===== src/logic/spi_cmd_pkg.sv =====
// Shared constants and types of the SPI command interpreter
package spi_cmd_pkg;

	// ==========================================================
	// Serial framing
	localparam int BYTE_BITS = 8;

	// ==========================================================
	// Instruction bytes and pattern masks
	localparam logic [7:0] OP_RESET       = 8'hc0;
	localparam logic [7:0] OP_READ        = 8'h03;
	localparam logic [7:0] OP_WRITE       = 8'h02;
	localparam logic [7:0] OP_BIT_MODIFY  = 8'h05;
	localparam logic [7:0] OP_READ_STATUS = 8'ha0;
	localparam logic [7:0] OP_RX_STATUS   = 8'hb0;
	localparam logic [7:0] OP_READ_RX     = 8'h90;
	localparam logic [7:0] OP_READ_RX_MSK = 8'hf9;
	localparam logic [7:0] OP_LOAD_TX     = 8'h40;
	localparam logic [7:0] OP_LOAD_TX_MSK = 8'hf8;
	localparam logic [7:0] OP_RTS         = 8'h80;
	localparam logic [7:0] OP_RTS_MSK     = 8'hf8;

	// ==========================================================
	// Fast pointer targets
	localparam logic [7:0] RX_BUF0_ID     = 8'h61;
	localparam logic [7:0] RX_BUF_STEP    = 8'h10;
	localparam logic [7:0] RX_DATA_OFFSET = 8'h05;
	localparam logic [7:0] TX_BUF0_ID     = 8'h31;
	localparam logic [7:0] TX_BUF_STEP    = 8'h10;
	localparam logic [7:0] TX_DATA_OFFSET = 8'h05;
	localparam logic [2:0] TX_SEL_LAST    = 3'h5;
	localparam logic [2:0] RTS_NONE       = 3'h0;
	localparam logic [1:0] RX_SEL_BUF0    = 2'h1;
	localparam logic [1:0] RX_SEL_BUF1    = 2'h2;
	localparam logic [1:0] RX_SEL_NONE    = 2'h0;

	// ==========================================================
	// Reset values
	localparam logic [7:0] ADDR_RESET     = 8'h00;
	localparam logic [7:0] BYTE_RESET     = 8'h00;
	localparam logic [7:0] FULL_MASK      = 8'hff;

	// ==========================================================
	// Types
	typedef enum logic [3:0] {
		ST_IDLE,
		ST_INSTR,
		ST_ADDR_READ,
		ST_ADDR_WRITE,
		ST_ADDR_MODIFY,
		ST_READ,
		ST_WRITE,
		ST_MASK,
		ST_MODIFY,
		ST_STATUS,
		ST_RX_STATUS,
		ST_IGNORE
	} state_type;

	typedef struct packed {
		logic [7:0] addr;
		logic [7:0] wdata;
		logic       write;
	} reg_port_type;

	typedef struct packed {
		logic [7:0] tx_rx;
		logic [7:0] rx_match;
	} status_in_type;

endpackage


===== src/logic/spi_pin_sync.sv =====
// Two-stage pin synchroniser with serial clock edge detection
`timescale 1ns/1ps
`default_nettype none
module spi_pin_sync (
	input  wire logic sys_clk,
	input  wire logic sys_rst,
	input  wire logic sck,
	input  wire logic cs_n,
	input  wire logic si,
	output logic      sck_rise,
	output logic      sck_fall,
	output logic      cs_active,
	output logic      si_level
);
	// ==========================================================
	// Synchroniser stages
	logic [2:0] stage1;
	logic [2:0] stage2;
	logic       sck_prev;
	logic [2:0] next_stage1;
	logic [2:0] next_stage2;
	logic       next_sck_prev;

	// Stage1 feeds only stage2; all decoding looks at stage2
	always_comb begin
		next_stage1   = {sck, ~cs_n, si};
		next_stage2   = stage1;
		next_sck_prev = stage2[2];
	end

	always_ff @(posedge sys_clk) begin
		if (sys_rst) begin
			stage1   <= 3'h0;
			stage2   <= 3'h0;
			sck_prev <= 1'b0;
		end else begin
			stage1   <= next_stage1;
			stage2   <= next_stage2;
			sck_prev <= next_sck_prev;
		end
	end

	assign sck_rise  = stage2[2] & ~sck_prev;
	assign sck_fall  = ~stage2[2] & sck_prev;
	assign cs_active = stage2[1];
	assign si_level  = stage2[0];
endmodule
`default_nettype wire


===== src/logic/spi_byte_shifter.sv =====
// Byte shifter: samples on serial rising edges, drives on falling edges
`timescale 1ns/1ps
`default_nettype none
module spi_byte_shifter #(
	parameter int WIDTH = 8
) (
	input  wire logic             sys_clk,
	input  wire logic             sys_rst,
	input  wire logic             active,
	input  wire logic             sck_rise,
	input  wire logic             sck_fall,
	input  wire logic             si_level,
	input  wire logic             load,
	input  wire logic [WIDTH-1:0] load_byte,
	output logic                  byte_done,
	output logic [WIDTH-1:0]      rx_byte,
	output logic                  so
);
	localparam int CW = $clog2(WIDTH);
	localparam logic [CW-1:0] LAST = CW'(WIDTH - 1);

	generate
		if (WIDTH < 2) begin : g_bad_width
			$error("spi_byte_shifter needs WIDTH of at least 2");
		end
	endgenerate

	// ==========================================================
	// Shift state
	logic [CW-1:0]    count;
	logic [WIDTH-1:0] shift_in;
	logic [WIDTH-1:0] shift_out;
	logic [CW-1:0]    next_count;
	logic [WIDTH-1:0] next_shift_in;
	logic [WIDTH-1:0] next_shift_out;
	logic [WIDTH-1:0] next_rx_byte;
	logic             next_byte_done;
	logic             next_so;

	always_comb begin
		next_count     = count;
		next_shift_in  = shift_in;
		next_shift_out = shift_out;
		next_rx_byte   = rx_byte;
		next_byte_done = 1'b0;
		next_so        = so;
		// A byte cut short by chip select is simply dropped
		if (!active) begin
			next_count = '0;
		end else if (sck_rise) begin
			next_shift_in = {shift_in[WIDTH-2:0], si_level};
			if (count == LAST) begin
				next_count     = '0;
				next_rx_byte   = {shift_in[WIDTH-2:0], si_level};
				next_byte_done = 1'b1;
			end else begin
				next_count = count + CW'(1);
			end
		end
		// Rotating keeps a byte repeating when nothing reloads it
		if (load) begin
			next_shift_out = load_byte;
		end else if (active && sck_fall) begin
			next_so        = shift_out[WIDTH-1];
			next_shift_out = {shift_out[WIDTH-2:0], shift_out[WIDTH-1]};
		end
	end

	always_ff @(posedge sys_clk) begin
		if (sys_rst) begin
			count     <= '0;
			shift_in  <= '0;
			shift_out <= '0;
			rx_byte   <= '0;
			byte_done <= 1'b0;
			so        <= 1'b0;
		end else begin
			count     <= next_count;
			shift_in  <= next_shift_in;
			shift_out <= next_shift_out;
			rx_byte   <= next_rx_byte;
			byte_done <= next_byte_done;
			so        <= next_so;
		end
	end
endmodule
`default_nettype wire


===== src/logic/spi_command_interpreter.sv =====
// SPI instruction decoder driving the controller's register file
// ==========================================================
// What this block does
// - Write: instruction, address, then data bytes stored from that address.
// - Further write bytes go to successive addresses while chip select stays low.
// - Each written byte commits on the rising edge of its last bit.
// - A byte cut short by chip select is dropped; earlier bytes stay written.
// - Load transmit buffer sets pointer to one of six buffer locations, no address.
// - Request-to-send sets transmit request for each selected buffer.
// - Request-to-send with no buffer selected does nothing.
// - Quick status instruction returns one status byte.
// - Further clocks repeat the quick status byte.
// - Receive status instruction returns filter match and message type byte.
// - Further clocks repeat the receive status byte.
// - Bit modify: instruction, address, mask, data in one select period.
// - Masked bits take data values; unmasked bits keep their value.
// - Registers without bit modify take the whole data byte.
// - Reset instruction restores registers to defaults and configuration mode.
// - Read instruction plus address shifts out registers from that address.
// - Read receive buffer sets pointer to one of four locations, then reads.
// - Ending a receive buffer read clears that buffer's receive full flag.
// - Quick status bits are also readable as ordinary registers.
// - First byte after select is the instruction; one command per select.
// - Input sampled on rising serial edge, output driven on falling edge.
// - Reads advance the pointer after each byte until chip select rises.
`timescale 1ns/1ps
`default_nettype none
module spi_command_interpreter (
	input  wire logic                       sys_clk,
	input  wire logic                       sys_rst,
	input  wire logic                       sck,
	input  wire logic                       cs_n,
	input  wire logic                       si,
	output logic                            so,
	output logic                            so_oe,
	output spi_cmd_pkg::reg_port_type       reg_port,
	input  wire logic [7:0]                 reg_rdata,
	input  wire logic                       reg_bit_modifiable,
	input  wire spi_cmd_pkg::status_in_type quick_status,
	output logic [2:0]                      transmit_request_set,
	output logic [1:0]                      receive_full_clear,
	output logic                            soft_reset
);
	import spi_cmd_pkg::*;

	// ==========================================================
	// Pin synchronisation and byte shifting
	logic           sck_rise;
	logic           sck_fall;
	logic           cs_active;
	logic           si_level;
	logic           byte_done;
	logic [7:0]     rx_byte;

	spi_pin_sync u_sync (
		.sys_clk   (sys_clk),
		.sys_rst   (sys_rst),
		.sck       (sck),
		.cs_n      (cs_n),
		.si        (si),
		.sck_rise  (sck_rise),
		.sck_fall  (sck_fall),
		.cs_active (cs_active),
		.si_level  (si_level)
	);

	// ==========================================================
	// Sequencer state
	state_type      state;
	logic [7:0]     mask;
	logic [1:0]     rx_sel;
	logic           rx_read;
	logic           read_pending;
	logic           tx_load;
	logic [7:0]     tx_byte;
	logic           so_drive;

	state_type      next_state;
	reg_port_type   next_reg_port;
	logic [7:0]     next_mask;
	logic [1:0]     next_rx_sel;
	logic           next_rx_read;
	logic           next_read_pending;
	logic           next_tx_load;
	logic [7:0]     next_tx_byte;
	logic           next_so_drive;
	logic [2:0]     next_transmit_request_set;
	logic [1:0]     next_receive_full_clear;
	logic           next_soft_reset;

	spi_byte_shifter #(
		.WIDTH (BYTE_BITS)
	) u_shifter (
		.sys_clk   (sys_clk),
		.sys_rst   (sys_rst),
		.active    (cs_active),
		.sck_rise  (sck_rise),
		.sck_fall  (sck_fall),
		.si_level  (si_level),
		.load      (tx_load),
		.load_byte (tx_byte),
		.byte_done (byte_done),
		.rx_byte   (rx_byte),
		.so        (so)
	);

	// ==========================================================
	// Pointer and output-enable helpers
	function automatic logic [7:0] tx_target(input logic [2:0] sel);
		logic [7:0] base;
		base = TX_BUF0_ID + 8'(TX_BUF_STEP * 8'(sel[2:1]));
		return sel[0] ? 8'(base + TX_DATA_OFFSET) : base;
	endfunction

	function automatic logic [7:0] rx_target(input logic n, input logic m);
		logic [7:0] base;
		base = n ? 8'(RX_BUF0_ID + RX_BUF_STEP) : RX_BUF0_ID;
		return m ? 8'(base + RX_DATA_OFFSET) : base;
	endfunction

	function automatic logic drives_output(input state_type st);
		return (st == ST_READ) || (st == ST_STATUS) || (st == ST_RX_STATUS);
	endfunction

	// ==========================================================
	// Next-state logic
	always_comb begin
		next_state                = state;
		next_reg_port             = reg_port;
		next_reg_port.write       = 1'b0;
		next_mask                 = mask;
		next_rx_sel               = rx_sel;
		next_rx_read              = rx_read;
		next_read_pending         = 1'b0;
		next_tx_load              = 1'b0;
		next_tx_byte              = tx_byte;
		next_transmit_request_set = RTS_NONE;
		next_receive_full_clear   = RX_SEL_NONE;
		next_soft_reset           = 1'b0;

		// Advance after the write pulse so the write sees the old address
		if (reg_port.write) begin
			next_reg_port.addr = reg_port.addr + 8'h01;
		end

		// Register file answers combinationally, so one cycle is enough
		if (read_pending) begin
			next_tx_load = 1'b1;
			next_tx_byte = reg_rdata;
		end

		if (!cs_active) begin
			if (state != ST_IDLE && rx_read) begin
				next_receive_full_clear = rx_sel;
			end
			next_rx_read = 1'b0;
			next_state   = ST_IDLE;
		end else if (state == ST_IDLE) begin
			next_state = ST_INSTR;
		end else if (byte_done) begin
			case (state)
				ST_INSTR: begin
					if (rx_byte == OP_RESET) begin
						next_soft_reset = 1'b1;
						next_state      = ST_IGNORE;
					end else if (rx_byte == OP_READ) begin
						next_state = ST_ADDR_READ;
					end else if (rx_byte == OP_WRITE) begin
						next_state = ST_ADDR_WRITE;
					end else if (rx_byte == OP_BIT_MODIFY) begin
						next_state = ST_ADDR_MODIFY;
					end else if (rx_byte == OP_READ_STATUS) begin
						next_tx_load = 1'b1;
						next_tx_byte = quick_status.tx_rx;
						next_state   = ST_STATUS;
					end else if (rx_byte == OP_RX_STATUS) begin
						next_tx_load = 1'b1;
						next_tx_byte = quick_status.rx_match;
						next_state   = ST_RX_STATUS;
					end else if ((rx_byte & OP_READ_RX_MSK) == OP_READ_RX) begin
						next_reg_port.addr = rx_target(rx_byte[2], rx_byte[1]);
						next_rx_sel        = rx_byte[2] ? RX_SEL_BUF1 : RX_SEL_BUF0;
						next_rx_read       = 1'b1;
						next_read_pending  = 1'b1;
						next_state         = ST_READ;
					end else if ((rx_byte & OP_LOAD_TX_MSK) == OP_LOAD_TX
						&& rx_byte[2:0] <= TX_SEL_LAST) begin
						next_reg_port.addr = tx_target(rx_byte[2:0]);
						next_state         = ST_WRITE;
					end else if ((rx_byte & OP_RTS_MSK) == OP_RTS) begin
						if (rx_byte[2:0] != RTS_NONE) begin
							next_transmit_request_set = rx_byte[2:0];
						end
						next_state = ST_IGNORE;
					end else begin
						next_state = ST_IGNORE;
					end
				end
				ST_ADDR_READ: begin
					next_reg_port.addr = rx_byte;
					next_read_pending  = 1'b1;
					next_state         = ST_READ;
				end
				ST_ADDR_WRITE: begin
					next_reg_port.addr = rx_byte;
					next_state         = ST_WRITE;
				end
				ST_ADDR_MODIFY: begin
					next_reg_port.addr = rx_byte;
					next_state         = ST_MASK;
				end
				ST_READ: begin
					next_reg_port.addr = reg_port.addr + 8'h01;
					next_read_pending  = 1'b1;
				end
				ST_WRITE: begin
					next_reg_port.write = 1'b1;
					next_reg_port.wdata = rx_byte;
				end
				ST_MASK: begin
					next_mask  = rx_byte;
					next_state = ST_MODIFY;
				end
				ST_MODIFY: begin
					next_reg_port.write = 1'b1;
					if (reg_bit_modifiable) begin
						next_reg_port.wdata = (reg_rdata & ~mask) | (rx_byte & mask);
					end else begin
						next_reg_port.wdata = rx_byte;
					end
					// One data byte per bit modify; later bytes are dropped
					next_state = ST_IGNORE;
				end
				ST_STATUS: begin
					// Reload keeps the repeated byte current
					next_tx_load = 1'b1;
					next_tx_byte = quick_status.tx_rx;
				end
				ST_RX_STATUS: begin
					next_tx_load = 1'b1;
					next_tx_byte = quick_status.rx_match;
				end
				ST_IGNORE: begin
					next_state = ST_IGNORE;
				end
				default: begin
					next_state = ST_IGNORE;
				end
			endcase
		end

		next_so_drive = cs_active && drives_output(next_state);
	end

	// ==========================================================
	// State registers
	always_ff @(posedge sys_clk) begin
		if (sys_rst) begin
			state                <= ST_IDLE;
			reg_port.addr        <= ADDR_RESET;
			reg_port.wdata       <= BYTE_RESET;
			reg_port.write       <= 1'b0;
			mask                 <= FULL_MASK;
			rx_sel               <= RX_SEL_NONE;
			rx_read              <= 1'b0;
			read_pending         <= 1'b0;
			tx_load              <= 1'b0;
			tx_byte              <= BYTE_RESET;
			so_drive             <= 1'b0;
			transmit_request_set <= RTS_NONE;
			receive_full_clear   <= RX_SEL_NONE;
			soft_reset           <= 1'b0;
		end else begin
			state                <= next_state;
			reg_port             <= next_reg_port;
			mask                 <= next_mask;
			rx_sel               <= next_rx_sel;
			rx_read              <= next_rx_read;
			read_pending         <= next_read_pending;
			tx_load              <= next_tx_load;
			tx_byte              <= next_tx_byte;
			so_drive             <= next_so_drive;
			transmit_request_set <= next_transmit_request_set;
			receive_full_clear   <= next_receive_full_clear;
			soft_reset           <= next_soft_reset;
		end
	end

	// Status bytes come straight from quick_status, not through the register file's read path
	assign so_oe = so_drive;
endmodule
`default_nettype wire


===== config.mk =====
export PLATFORM = sky130hd
export DESIGN_NAME = spi_command_interpreter
export DESIGN_NICKNAME = d
export VERILOG_FILES = /design/src/logic/spi_cmd_pkg.sv /design/src/logic/spi_pin_sync.sv /design/src/logic/spi_byte_shifter.sv /design/src/logic/spi_command_interpreter.sv
export SDC_FILE = /design/constraint.sdc
export NUM_CORES = 1
export LEC_CHECK = 0
export ABC_AREA = 1
export BUFFER_PORTS_ARGS = -buffer_cell sky130_fd_sc_hd__buf_2
export CORE_MARGIN = 2
export CORE_UTILIZATION = 45
export CTS_CLUSTER_DIAMETER = 80
export DETAILED_ROUTE_END_ITERATION = 8
export SLEW_MARGIN = 20
export SYNTH_ARGS = -nofsm -noshare
export SYNTH_HDL_FRONTEND = slang
export SYNTH_HIERARCHICAL = 1
export SYNTH_SLANG_ARGS = --single-unit

===== constraint.sdc =====
create_clock -name sys_clk -period 2.4 [get_ports sys_clk]
set_clock_uncertainty 0.2 [all_clocks]
set_input_delay 0.36 -clock sys_clk [delete_from_list [all_inputs] [get_ports sys_clk]]
set_output_delay 0.36 -clock sys_clk [all_outputs]
set_load 0.1 [all_outputs]

* Word level (Yosys, flattened, before mapping)
Index checks and enable logic that the tools add are counted.
** Word-level totals
- Bits in registers :: 84
- Logic and storage cells :: 170
- Output and inout port bits :: 25
** Operators by class
- Muxes and demuxes :: 66
- Reduce and logical (&&, ||, !) cells :: 28
- $add $sub $neg :: 5
- Order comparisons :: 1
- Equality and inequality tests :: 23
- Bitwise gates (word level) :: 24
** Operator list (number)
- $mux 8 :: 24
- $mux 17 :: 3
- $pmux 8 s3 :: 2
- $mux 4 :: 11
- $eq 8x8->1 const B :: 3
- $pmux 4 s6 :: 1
- $eq 4x3->1 const B :: 5
- $eq 4x4->1 const B :: 5
- $mux 1 :: 19
- $not 1->1 :: 18
- $pmux 9 s2 :: 1
- $add 7x3->8 const B :: 2
- $and 8x8->8 :: 2
- $eq 8x2->1 const B :: 2
- $reduce_or 15->1 :: 1
- $reduce_and 11->1 :: 1
- $reduce_and 10->1 :: 1
- $reduce_or 3->1 :: 3
- $add 8x1->8 const B :: 1
- $eq 4x2->1 const B :: 2
- $eq 8x3->1 const B :: 1
- $not 8->8 :: 1
- $or 8x8->8 :: 1
- $reduce_and 4->1 :: 2
- 24 further kinds :: 35

* Logic depth before layout (Yosys ltp)
Gate-level depths: netlist (run 1).
- Depth in word-level cells :: 18
- Depth in mapped cells :: 14
- Depth with buffers taken out :: 13

* Cells and area by module
Netlist (run 1), hierarchy kept.
** Modules (own cells, without submodules)
- spi_command_interpreter :: times used 1, cells each 479, sequential area each 980.9 um^2, area each 3193.1 um^2
- spi_byte_shifter :: times used 1, cells each 170, sequential area each 560.5 um^2, area each 1236.2 um^2
- spi_pin_sync :: times used 1, cells each 23, sequential area each 140.1 um^2, area each 200.2 um^2

* Worst setup path before layout (run 1)
Ideal clock, no wire load.
- Kind :: register -> register
- Start :: register reg_port[9] in the netlist's numbering
- End :: register reg_port[15] in the netlist's numbering
- Required time :: 2.130 ns
- Cell stages (with the launch flop) :: 9
- Arrival :: 2.200 ns
- Library setup time :: 0.070 ns
- Path buffers :: 0
- Clock period less this slack :: 2.470 ns
- Path slack :: -0.070 ns
- Cells stage by stage :: dfxtp_1 -> ha_1 -> nand3_1 -> nor3_1 -> xor2_1 -> mux2i_1 -> nand2_1 -> nand2_1 -> a21oi_1
** Between the ends
- Word-level cells in the longest chain between the ends :: 14
** Ends and longest elaborated chain
- from (decl) :: RTL line spi_command_interpreter.sv:36 : output spi_cmd_pkg::reg_port_type reg_port,
- from (signal assigned) :: RTL line spi_command_interpreter.sv:275 : reg_port <= next_reg_port;
- $add 8x1->8 * :: RTL line spi_command_interpreter.sv:143, spi_command_interpreter.sv:213
- $mux 8 :: RTL line spi_command_interpreter.sv:142 : if (reg_port.write) begin
- $mux 8 :: RTL line spi_command_interpreter.sv:186 : end else if ((rx_byte & OP_LOAD_TX_MSK) == OP_LOAD_TX
- $mux 8 :: RTL line spi_command_interpreter.sv:180 : end else if ((rx_byte & OP_READ_RX_MSK) == OP_READ_RX) begin
- $mux 8 :: RTL line spi_command_interpreter.sv:176 : end else if (rx_byte == OP_RX_STATUS) begin
- $mux 8 :: RTL line spi_command_interpreter.sv:172 : end else if (rx_byte == OP_READ_STATUS) begin
- $mux 8 :: RTL line spi_command_interpreter.sv:170 : end else if (rx_byte == OP_BIT_MODIFY) begin
- $mux 8 :: RTL line spi_command_interpreter.sv:168 : end else if (rx_byte == OP_WRITE) begin
- $mux 8 :: RTL line spi_command_interpreter.sv:166 : end else if (rx_byte == OP_READ) begin
- $mux 8 :: RTL line spi_command_interpreter.sv:163 : if (rx_byte == OP_RESET) begin
- $pmux 8 s3 :: RTL line spi_command_interpreter.sv:161 : case (state)
- $mux 17 :: RTL line spi_command_interpreter.sv:160 : end else if (byte_done) begin
- $mux 17 :: RTL line spi_command_interpreter.sv:158 : end else if (state == ST_IDLE) begin
- $mux 17 * :: RTL line spi_command_interpreter.sv:152 : if (!cs_active) begin
Every way passes the cells marked *; elsewhere a longest branch is shown, timed or not.
A chain may end at the register's enable or synchronous reset.

* Worst setup path after layout (run 1)
- Start :: register u_shifter.rx_byte[2]
- End :: register so_drive (netlist: so_oe)
** Between the ends
- Word-level cells in the longest chain between the ends :: 18
- Elaborated cells on any way between the ends :: 26
- Those cells by class :: order compare: 1; eq/ne: 9; mux: 12; reduce/logical: 4
** Ends and longest elaborated chain
- from (decl) :: RTL line spi_byte_shifter.sv:16 : output logic [WIDTH-1:0] rx_byte,
- from (signal assigned) :: RTL line spi_byte_shifter.sv:81 : rx_byte <= next_rx_byte;
- $le 3x3->1 :: RTL line spi_command_interpreter.sv:187 : && rx_byte[2:0] <= TX_SEL_LAST) begin
- $logic_and 1x1->1 :: RTL line spi_command_interpreter.sv:187
- $mux 4 :: RTL line spi_command_interpreter.sv:186
- $mux 4 :: RTL line spi_command_interpreter.sv:180
- $mux 4 :: RTL line spi_command_interpreter.sv:176
- $mux 4 :: RTL line spi_command_interpreter.sv:172
- $mux 4 :: RTL line spi_command_interpreter.sv:170
- $mux 4 :: RTL line spi_command_interpreter.sv:168
- [2 not listed]
- $pmux 4 s6 * :: RTL line spi_command_interpreter.sv:161
- $mux 4 * :: RTL line spi_command_interpreter.sv:160
- $mux 4 * :: RTL line spi_command_interpreter.sv:158
- $mux 4 * :: RTL line spi_command_interpreter.sv:152
- $eq 4x3->1 or $eq 4x4->1 (tied branches) :: RTL line spi_command_interpreter.sv:122 : return (st == ST_READ) || (st == ST_STATUS) || (st == ST_RX_STATUS);
- $logic_or 1x1->1 :: RTL line spi_command_interpreter.sv:122
- $logic_or 1x1->1 * :: RTL line spi_command_interpreter.sv:122
- $logic_and 1x1->1 * :: RTL line spi_command_interpreter.sv:252 : next_so_drive = cs_active && drives_output(next_state);
- to (signal assigned) :: RTL line spi_command_interpreter.sv:282 : so_drive <= next_so_drive;
- to (decl) :: RTL line spi_command_interpreter.sv:76 : logic so_drive;
Marks and branches as above.

==> reports/results.ini, run 1 <==
[finish]
fin_util=0.523
fill_cells=1020
nets=773
multi_input_area_sq_um=2460
drive_above_1_share=0.177
fin_cells=878
diodes=0
seqCellArea_sq_um=1680
area_delta_synth_final_pct=14.6

[sta]
tns_ns=0
hold_ws_ns=0.162
max_freq_mhz=445
hold_viol=0
fin_crit_sh=0.936
timing.final.crit_period_ns=2.25
worst_pin_slew_ns=0.577
slew_viol_final=0
relSlewSlack=0.615
finalSetupViolCount=0
rsz0062_at_grt=false

[placed_design]
dp.cells=859
io_buffer_count=54
gp_congestion=0.919
hpwlAfterDp_um=9620

[synthesis]
synth_top_area_frac=0.363
synth_fp_nets=708
syn_inst=672
ys_types=48
synth_seq_cells=84
synth-edff-count=0
synth.avg_cell_area_sq_um=6.89
netlist_top_cells_count=nand2_1 (146), dfxtp_1 (84), inv_1 (82)
yosysSeqAreaShare=0.363
synth_area_sq_um=4630
async_flop_share=0
yosys.area.top_type=dfxtp_1
yosys_warnings=6
ys_top_cells_by_area=dfxtp_1 (36%), nand2_1 (12%), inv_1 (6.6%), nor2_1 (5.9%), a21oi_1 (5.3%)
yosysMostFrequentCell=nand2_1
synth-main-ff-cell=dfxtp_1

[cts]
root_buffer=clkbuf_8
cts_tree=yes
cts_num_sinks=84
clock_latency_ns=0.35
clockBufferDepth=2
cts_buffers=9
path_clk_slew_ns=0.08
post_cts_buffers=0
htreeDepth=3

[route]
vias=4606
drc_errors=0
wl_met3_um=683
firstDrtPassIters=5
first_iter_violations=303
route.top_layer_used=met4
wirelength_um=12800
drt-wirelength-per-cell_um=14.6
ant_nets=0
dr_wl_met2_um=5820
wl_met1_um=6110
routed_via_density=5.25

[worst_hold_path]
min_path_type=primary input to flop

[grt]
gr-total-overflow=0
grt_max_degree=25
track_usage=0.232
grt_pass1_wl_um=20800
grt_pass1_vias=4185
antenna_found_initial=0

[flow_run]
maxCapViolations=0

[power]
p_total_mw=2.58
leakagePower_nw=2.43
power_density_nw_per_um2=487
ir_drop_uv=299

[critical_path]
end_kind=flop
crit_arrival_ns=2.34
cp_data_required_time_ns=2.49
critPathMaxFanout=8
critPathKind=flop to flop
start_kind=flop

[die]
die_h_um=105
row_count=37
fp.dieArea_sq_um=11100
io_pins=55
coreArea_sq_um=10100
start_util=0.457
fp.dieW_um=105

[status]
status=complete, no violations

[through the flow]
stage / setup slack, ns / instance area, sq um
2_1_floorplan: 0.142 / 4630
3_3_place_gp: 0.195 / 5060
3_5_place_dp: 0.233 / 5060
4_1_cts: 0.202 / 5310
5_1_grt: 0.0140 / 5310
6_report: 0.153 / 5310
[worst paths after layout]
kind	from	endpoint	slack (ns)	cells past startpoint
max	u_shifter/rx_byte[2]	so_oe	0.15	13
min	quick_status[15]	tx_byte[7]	0.16	3
max reg2reg	u_shifter/rx_byte[2]	so_oe	0.15	13
min reg2reg	u_sync/next_stage2[1]	u_sync/stage2[1]	0.21	2
[layout by cell type, fill, tap and decap left out, drive strengths merged, types with 6 or more instances in the layout]
| master | instances |
|---|---|
| nor3 | 12 |
| ha | 6 |
| clkbuf | 11 |
| nand2 | 159 |
| dfxtp | 84 |
| o311ai | 8 |
| a31oi | 10 |
| mux2i | 8 |
| o21ai | 55 |
| inv | 93 |
| buf | 67 |
| a21oi | 50 |
| o22ai | 18 |
| nand3 | 36 |
| nor2 | 87 |
[worst max-delay path, cell delays in order, from the launching register on]
cell and delay [ns]:
dfxtp_1 0.59, ha_1 0.22, inv_1 0.04, nand4_1 0.17
nand2_1 0.19, inv_1 0.18, nand2_1 0.07, nand2_1 0.06
nand3_1 0.08, nand2_1 0.15, inv_1 0.05, nand2_1 0.06
nand2_1 0.05, nor2_1 0.09
[timing repair]
item                                   in CTS  in global routing
hold buffers                                3                  0
gates resized for setup                     0                  0
endpoints found under the hold margin       3                  0
[sequential cells by signal, summed over array words and instances (netlist names), 2 cells and up]
signal,flops
u_shifter/shift_out,8
rx_sel,2
reg_port,17
state,4
u_shifter/shift_in,7
transmit_request_set,3
u_sync/stage2,3
u_sync/next_stage2,3
mask,8
u_shifter/rx_byte,8
receive_full_clear,2
u_shifter/count,3
tx_byte,8
[routing by layer]
metal  GRT usage  up-vias
met5           0        -
met4      0.0790        0
met3      0.0272       17
met2       0.377      153
met1       0.319     2090
li1            -     2346
[area by class of cell]
class / instances / share of cell area
clock buffer: 11 / 0.0285
clock inverter: 5 / 0.0113
inverter: 97 / 0.0710
tap: 136 / 0.0321
sequential: 84 / 0.317
timing repair buffer: 70 / 0.0750
multi-input combinational: 475 / 0.465
[kinds of logic (layout without fill, tap and decap cells)]
| group | after synthesis | after routing | synth area share |
|---|---|---|---|
| DFF | 84 | 84 | 0.363 |
| buffers and inverters | 113 | 183 | 0.104 |
| xor gates and xnor gates | 6 | 6 | 0.0114 |
| and+or+nand+nor | 302 | 302 | 0.300 |
| muxes | 8 | 8 | 0.0173 |
| adders and majority gates | 6 | 6 | 0.0162 |
| AOI/OAI and AO/OA | 153 | 153 | 0.188 |
[where the power goes]
part           leakage, nW  internal (mW)  switching [mW]
Clock               0.0938          0.538           0.534
Combinational         1.66         0.0388          0.0675
Sequential           0.679           1.40         0.00424
Power figures use the tool's default switching activity.
==> inputs of run 2 (changes only) <==
--- a/config.mk
+++ b/config.mk
@@ -7,10 +7,12 @@
 export LEC_CHECK = 0
 export ABC_AREA = 1
 export BUFFER_PORTS_ARGS = -buffer_cell sky130_fd_sc_hd__buf_2
+export CAP_MARGIN = 25
 export CORE_MARGIN = 2
 export CORE_UTILIZATION = 45
 export CTS_CLUSTER_DIAMETER = 80
 export DETAILED_ROUTE_END_ITERATION = 8
+export RECOVER_POWER = 100
 export SLEW_MARGIN = 20
 export SYNTH_ARGS = -nofsm -noshare
 export SYNTH_HDL_FRONTEND = slang
==> run 2 against run 1 <==
- total power down 0.13%
- clock-buffer cell count unchanged
- combinational power down 4%
- core utilization down 0.68 points
- critical path type unchanged
- critical endpoint unchanged
==> reports/results.ini, run 2 (synthesis gave the netlist of run 1 again) <==
[status]
status=complete, no violations

[critical_path]
end_kind=flop
critPathMaxFanout=10
start_kind=flop
cp_common_cell=nand2_1
critPathKind=flop to flop
max_stage_delay_ns=0.58
cpLargestDelayFamily=simple AND/OR/NAND/NOR gates
cp_data_required_time_ns=2.46
worst-path-buf-inv=1
crit_chain=inv_1 -> nand2_1 -> nor2_2 -> nand2_1 -> nand4_1 -> nand3_1 -> nand2_2 -> nand2_1 -> nand2_1 -> nand2_1 -> nor2_1
crit_arrival_ns=2.33
slowest_stage=dfxtp_1

[finish]
seqCellArea_sq_um=1680
largest_register_ffs=17
layout_commonest_cell=nand2_1
nets=773
fill_cells=1044
top_register=reg_port
fin_util=0.516
area_delta_synth_final_pct=13.1
multi_input_area_sq_um=2430
drive_above_1_share=0.140
final_cell_mix=nand2_1 (149), inv_1 (83), dfxtp_1 (82)
diodes=0

[placed_design]
hpwlAfterDp_um=9620
gp_congestion=0.919
io_buffer_count=54

[cts]
post_cts_buffers=0
clockBufferDepth=2
cts_num_sinks=84
path_clk_slew_ns=0.08
cts_buffers=9
root_buffer=clkbuf_8
clock_latency_ns=0.36
htreeDepth=3
cts_tree=yes

[sta]
slew_viol_final=0
finalSetupViolCount=0
relSlewSlack=0.222
hold_viol=0
timing.final.crit_period_ns=2.27
worst_pin_slew_ns=1.17
tns_ns=0
fin_crit_sh=0.947
rsz0062_at_grt=false
max_freq_mhz=440

[route]
ant_nets=0
first_iter_violations=283
wirelength_um=12800
routed_via_density=5.26
drc_errors=0
vias=4619
firstDrtPassIters=5
drt-wirelength-per-cell_um=14.6

[grt]
grt_max_degree=25
track_usage=0.232
antenna_found_initial=0
gr-total-overflow=0
grt_pass1_vias=4185
grt_pass1_wl_um=20800

[die]
start_util=0.457
fp.dieArea_sq_um=11100
row_count=37
coreArea_sq_um=10100
die_h_um=105
fp.dieW_um=105
io_pins=55

[power]
leakagePower_nw=2.30
power_density_nw_per_um2=492
ir_drop_uv=298

[flow_run]
maxCapViolations=0

[worst_hold_path]
min_path_type=primary input to flop

## run 2: repair_timing
| action | in CTS | in global routing |
|---|---|---|
| hold endpoints to repair | 3 | 0 |
| hold buffers | 3 | 0 |
| gates resized for setup | 0 | 0 |
## run 2: routing by layer
| metal | wire (um) | GRT usage | vias up |
|---|---|---|---|
| li1 | - | - | 2346 |
| met1 | 6200 | 0.319 | 2089 |
| met2 | 5720 | 0.377 | 158 |
| met3 | 628 | 0.0272 | 26 |
| met4 | 232 | 0.0790 | 0 |
| met5 | 0 | 0 | - |
## run 2: area by class of cell
class	count	share of cell area
multi-input combinational	475	0.464
timing repair buffer	70	0.0703
clock inverter	5	0.0115
clock buffer	11	0.0289
inverter	97	0.0712
sequential	84	0.322
tap	136	0.0325
## run 2: report_power, final
part | total, mW | leakage, nW | switching [mW] | internal [mW]
clock network | 1.07 | 0.0938 | 0.536 | 0.538
logic | 0.102 | 1.53 | 0.0653 | 0.0362
registers | 1.40 | 0.679 | 0.00378 | 1.40
total | 2.58 | 2.30 | 0.605 | 1.97
## run 2: worst min-delay path, cell delays in order
cell,delay (ns)
buf_2,0.12
a311oi_1,0.09
a21oi_1,0.11
## run 2: per-stage QoR
step                hold slack [ns]  instance area [sq um]  setup WS, ns  power (mW)  std cells
floorplan                     0.188                   4630         0.142        1.49        672
global route                  0.210                   5240        0.0132        2.67        878
finish                        0.159                   5240         0.128        2.58        878
detailed placement            0.197                   5060         0.233        1.54        859
CTS                           0.143                   5310         0.202        2.60        878
global placement              0.194                   5060         0.195        1.54        859
## run 2: worst paths after layout
check / startpoint / end / slack, ns / cells after the start
max: u_shifter/rx_byte[2] / so_oe / 0.13 / 11
min: quick_status[15] / tx_byte[7] / 0.16 / 3
max reg2reg: u_shifter/rx_byte[2] / so_oe / 0.13 / 11
min reg2reg: u_sync/next_stage2[1] / u_sync/stage2[1] / 0.21 / 2
==> inputs of run 3 (changes only) <==
--- a/config.mk
+++ b/config.mk
@@ -12,6 +12,7 @@
 export CORE_UTILIZATION = 45
 export CTS_CLUSTER_DIAMETER = 80
 export DETAILED_ROUTE_END_ITERATION = 8
+export MAX_ROUTING_LAYER = met4
 export RECOVER_POWER = 100
 export SLEW_MARGIN = 20
 export SYNTH_ARGS = -nofsm -noshare
==> run 3 against run 2 <==
- cell count shrank 0.34%
- clock power shrank 5%
- critical path depth is the same
- wire length grew 1.5%
==> reports/results.ini, run 3 (synthesis gave the netlist of run 1 again) <==
[finish]
nets=770
top_register=reg_port
diodes=0
drive_above_1_share=0.131
area_delta_synth_final_pct=12.1
final_cell_mix=nand2_1 (149), inv_1 (83), dfxtp_1 (82)
layout_commonest_cell=nand2_1
largest_register_ffs=17

[sta]
worst_pin_slew_ns=1.18
fin_crit_sh=0.946
timing.final.ws_setup_ns=0.130
tns_ns=0
hold_viol=0
rsz0062_at_grt=false
slew_viol_final=0
max_freq_mhz=440
finalSetupViolCount=0
relSlewSlack=0.216
hold_ws_ns=0.0196
timing.final.crit_period_ns=2.27

[grt]
track_usage=0.246
grt_pass1_vias=4253
gr-total-overflow=0
grt_pass1_wl_um=21300
antenna_found_initial=0
grt_max_degree=25

[critical_path]
crit_arrival_ns=2.33
critPathKind=flop to flop
critPathMaxFanout=10
cp_data_required_time_ns=2.46
r2r_setup_slack_ns=0.13
start_kind=flop
end_kind=flop

[cts]
cts_resized=0
clock_latency_ns=0.36
cts_hold_buf=2
root_buffer=clkbuf_8
htreeDepth=3
clockBufferDepth=2
cts_buffers=9
path_clk_slew_ns=0.09
cts_tree=yes
cts_num_sinks=84
post_cts_buffers=0

[power]
p_int_mw=1.92
switchingPower_uw=604
comb_power_share=0.040
pwr-share-clk=0.404
seqPwrFrac=0.556
power_density_nw_per_um2=486
switching_share=0.239
ir_drop_uv=277
leakagePower_nw=2.29

[die]
io_pins=55
fp.dieW_um=105
row_count=37
fp.dieArea_sq_um=11100
start_util=0.457
coreArea_sq_um=10100
die_h_um=105

[route]
wirelength_um=13000
drt-wirelength-per-cell_um=14.8
first_iter_violations=315
firstDrtPassIters=5
ant_nets=0
drc_errors=0
routed_via_density=5.24
vias=4586

[flow_run]
maxCapViolations=0

[worst_hold_path]
min_path_type=primary input to flop

[placed_design]
place_ws_ns=0.214
gp_congestion=0.942
io_buffer_count=54
hpwlAfterDp_um=9560

[status]
status=complete, no violations

## run 3: worst max-delay path, stage by stage, from the launching register on
cell,delay (ns)
dfxtp_1,0.61
inv_2,0.20
nand2_1,0.12
nor2_1,0.08
nand2_1,0.30
nand4_1,0.16
nand3_1,0.13
nand2_1,0.12
inv_2,0.06
nand2_1,0.05
nand3_1,0.10
nor2_1,0.04
## run 3: cell type report
class | count | area [sq um]
Clock buffer | 11 | 131
Clock inverter | 5 | 61.3
Fill cell | 1064 | 4950
Inverter | 97 | 373
Multi-Input combinational cell | 475 | 2420
Sequential cell | 84 | 1680
Tap cell | 136 | 170
Timing Repair Buffer | 67 | 343
## run 3: final timing paths
check | startpoint | end | depth (start not counted)
worst max-delay path | u_shifter/rx_byte[2] | so_oe | 11
worst min-delay path | si | u_sync/next_stage2[0] | 3
worst max register to register | u_shifter/rx_byte[2] | so_oe | 11
worst min register to register | u_sync/next_stage2[1] | u_sync/stage2[1] | 2
## run 3: layer usage
layer / vias to the layer above / GRT usage / share of wire
met3: 25 / 0.0353 / 0.054
met5: - / - / 0
met2: 151 / 0.372 / 0.45
met1: 2075 / 0.333 / 0.48
li1: 2335 / - / -
met4: 0 / 0.0962 / 0.024
## run 3: through the flow
step,total power [mW],util,cells,cell area (sq um)
2_1_floorplan,1.49,-,672,4630
3_3_place_gp,1.54,0.498,857,5050
3_5_place_dp,1.54,0.498,857,5050
4_1_cts,2.55,0.519,875,5260
5_1_grt,2.62,0.512,875,5190
6_report,2.52,0.512,875,5190
## run 3: power groups by stage
stage | clock, mW | sequential [mW] | combinational, mW
floorplan | 0 | 1.44 | 0.0504
global placement | 0 | 1.44 | 0.100
detailed placement | 0 | 1.44 | 0.101
CTS | 1.04 | 1.40 | 0.103
global route | 1.11 | 1.40 | 0.113
finish | 1.02 | 1.40 | 0.101
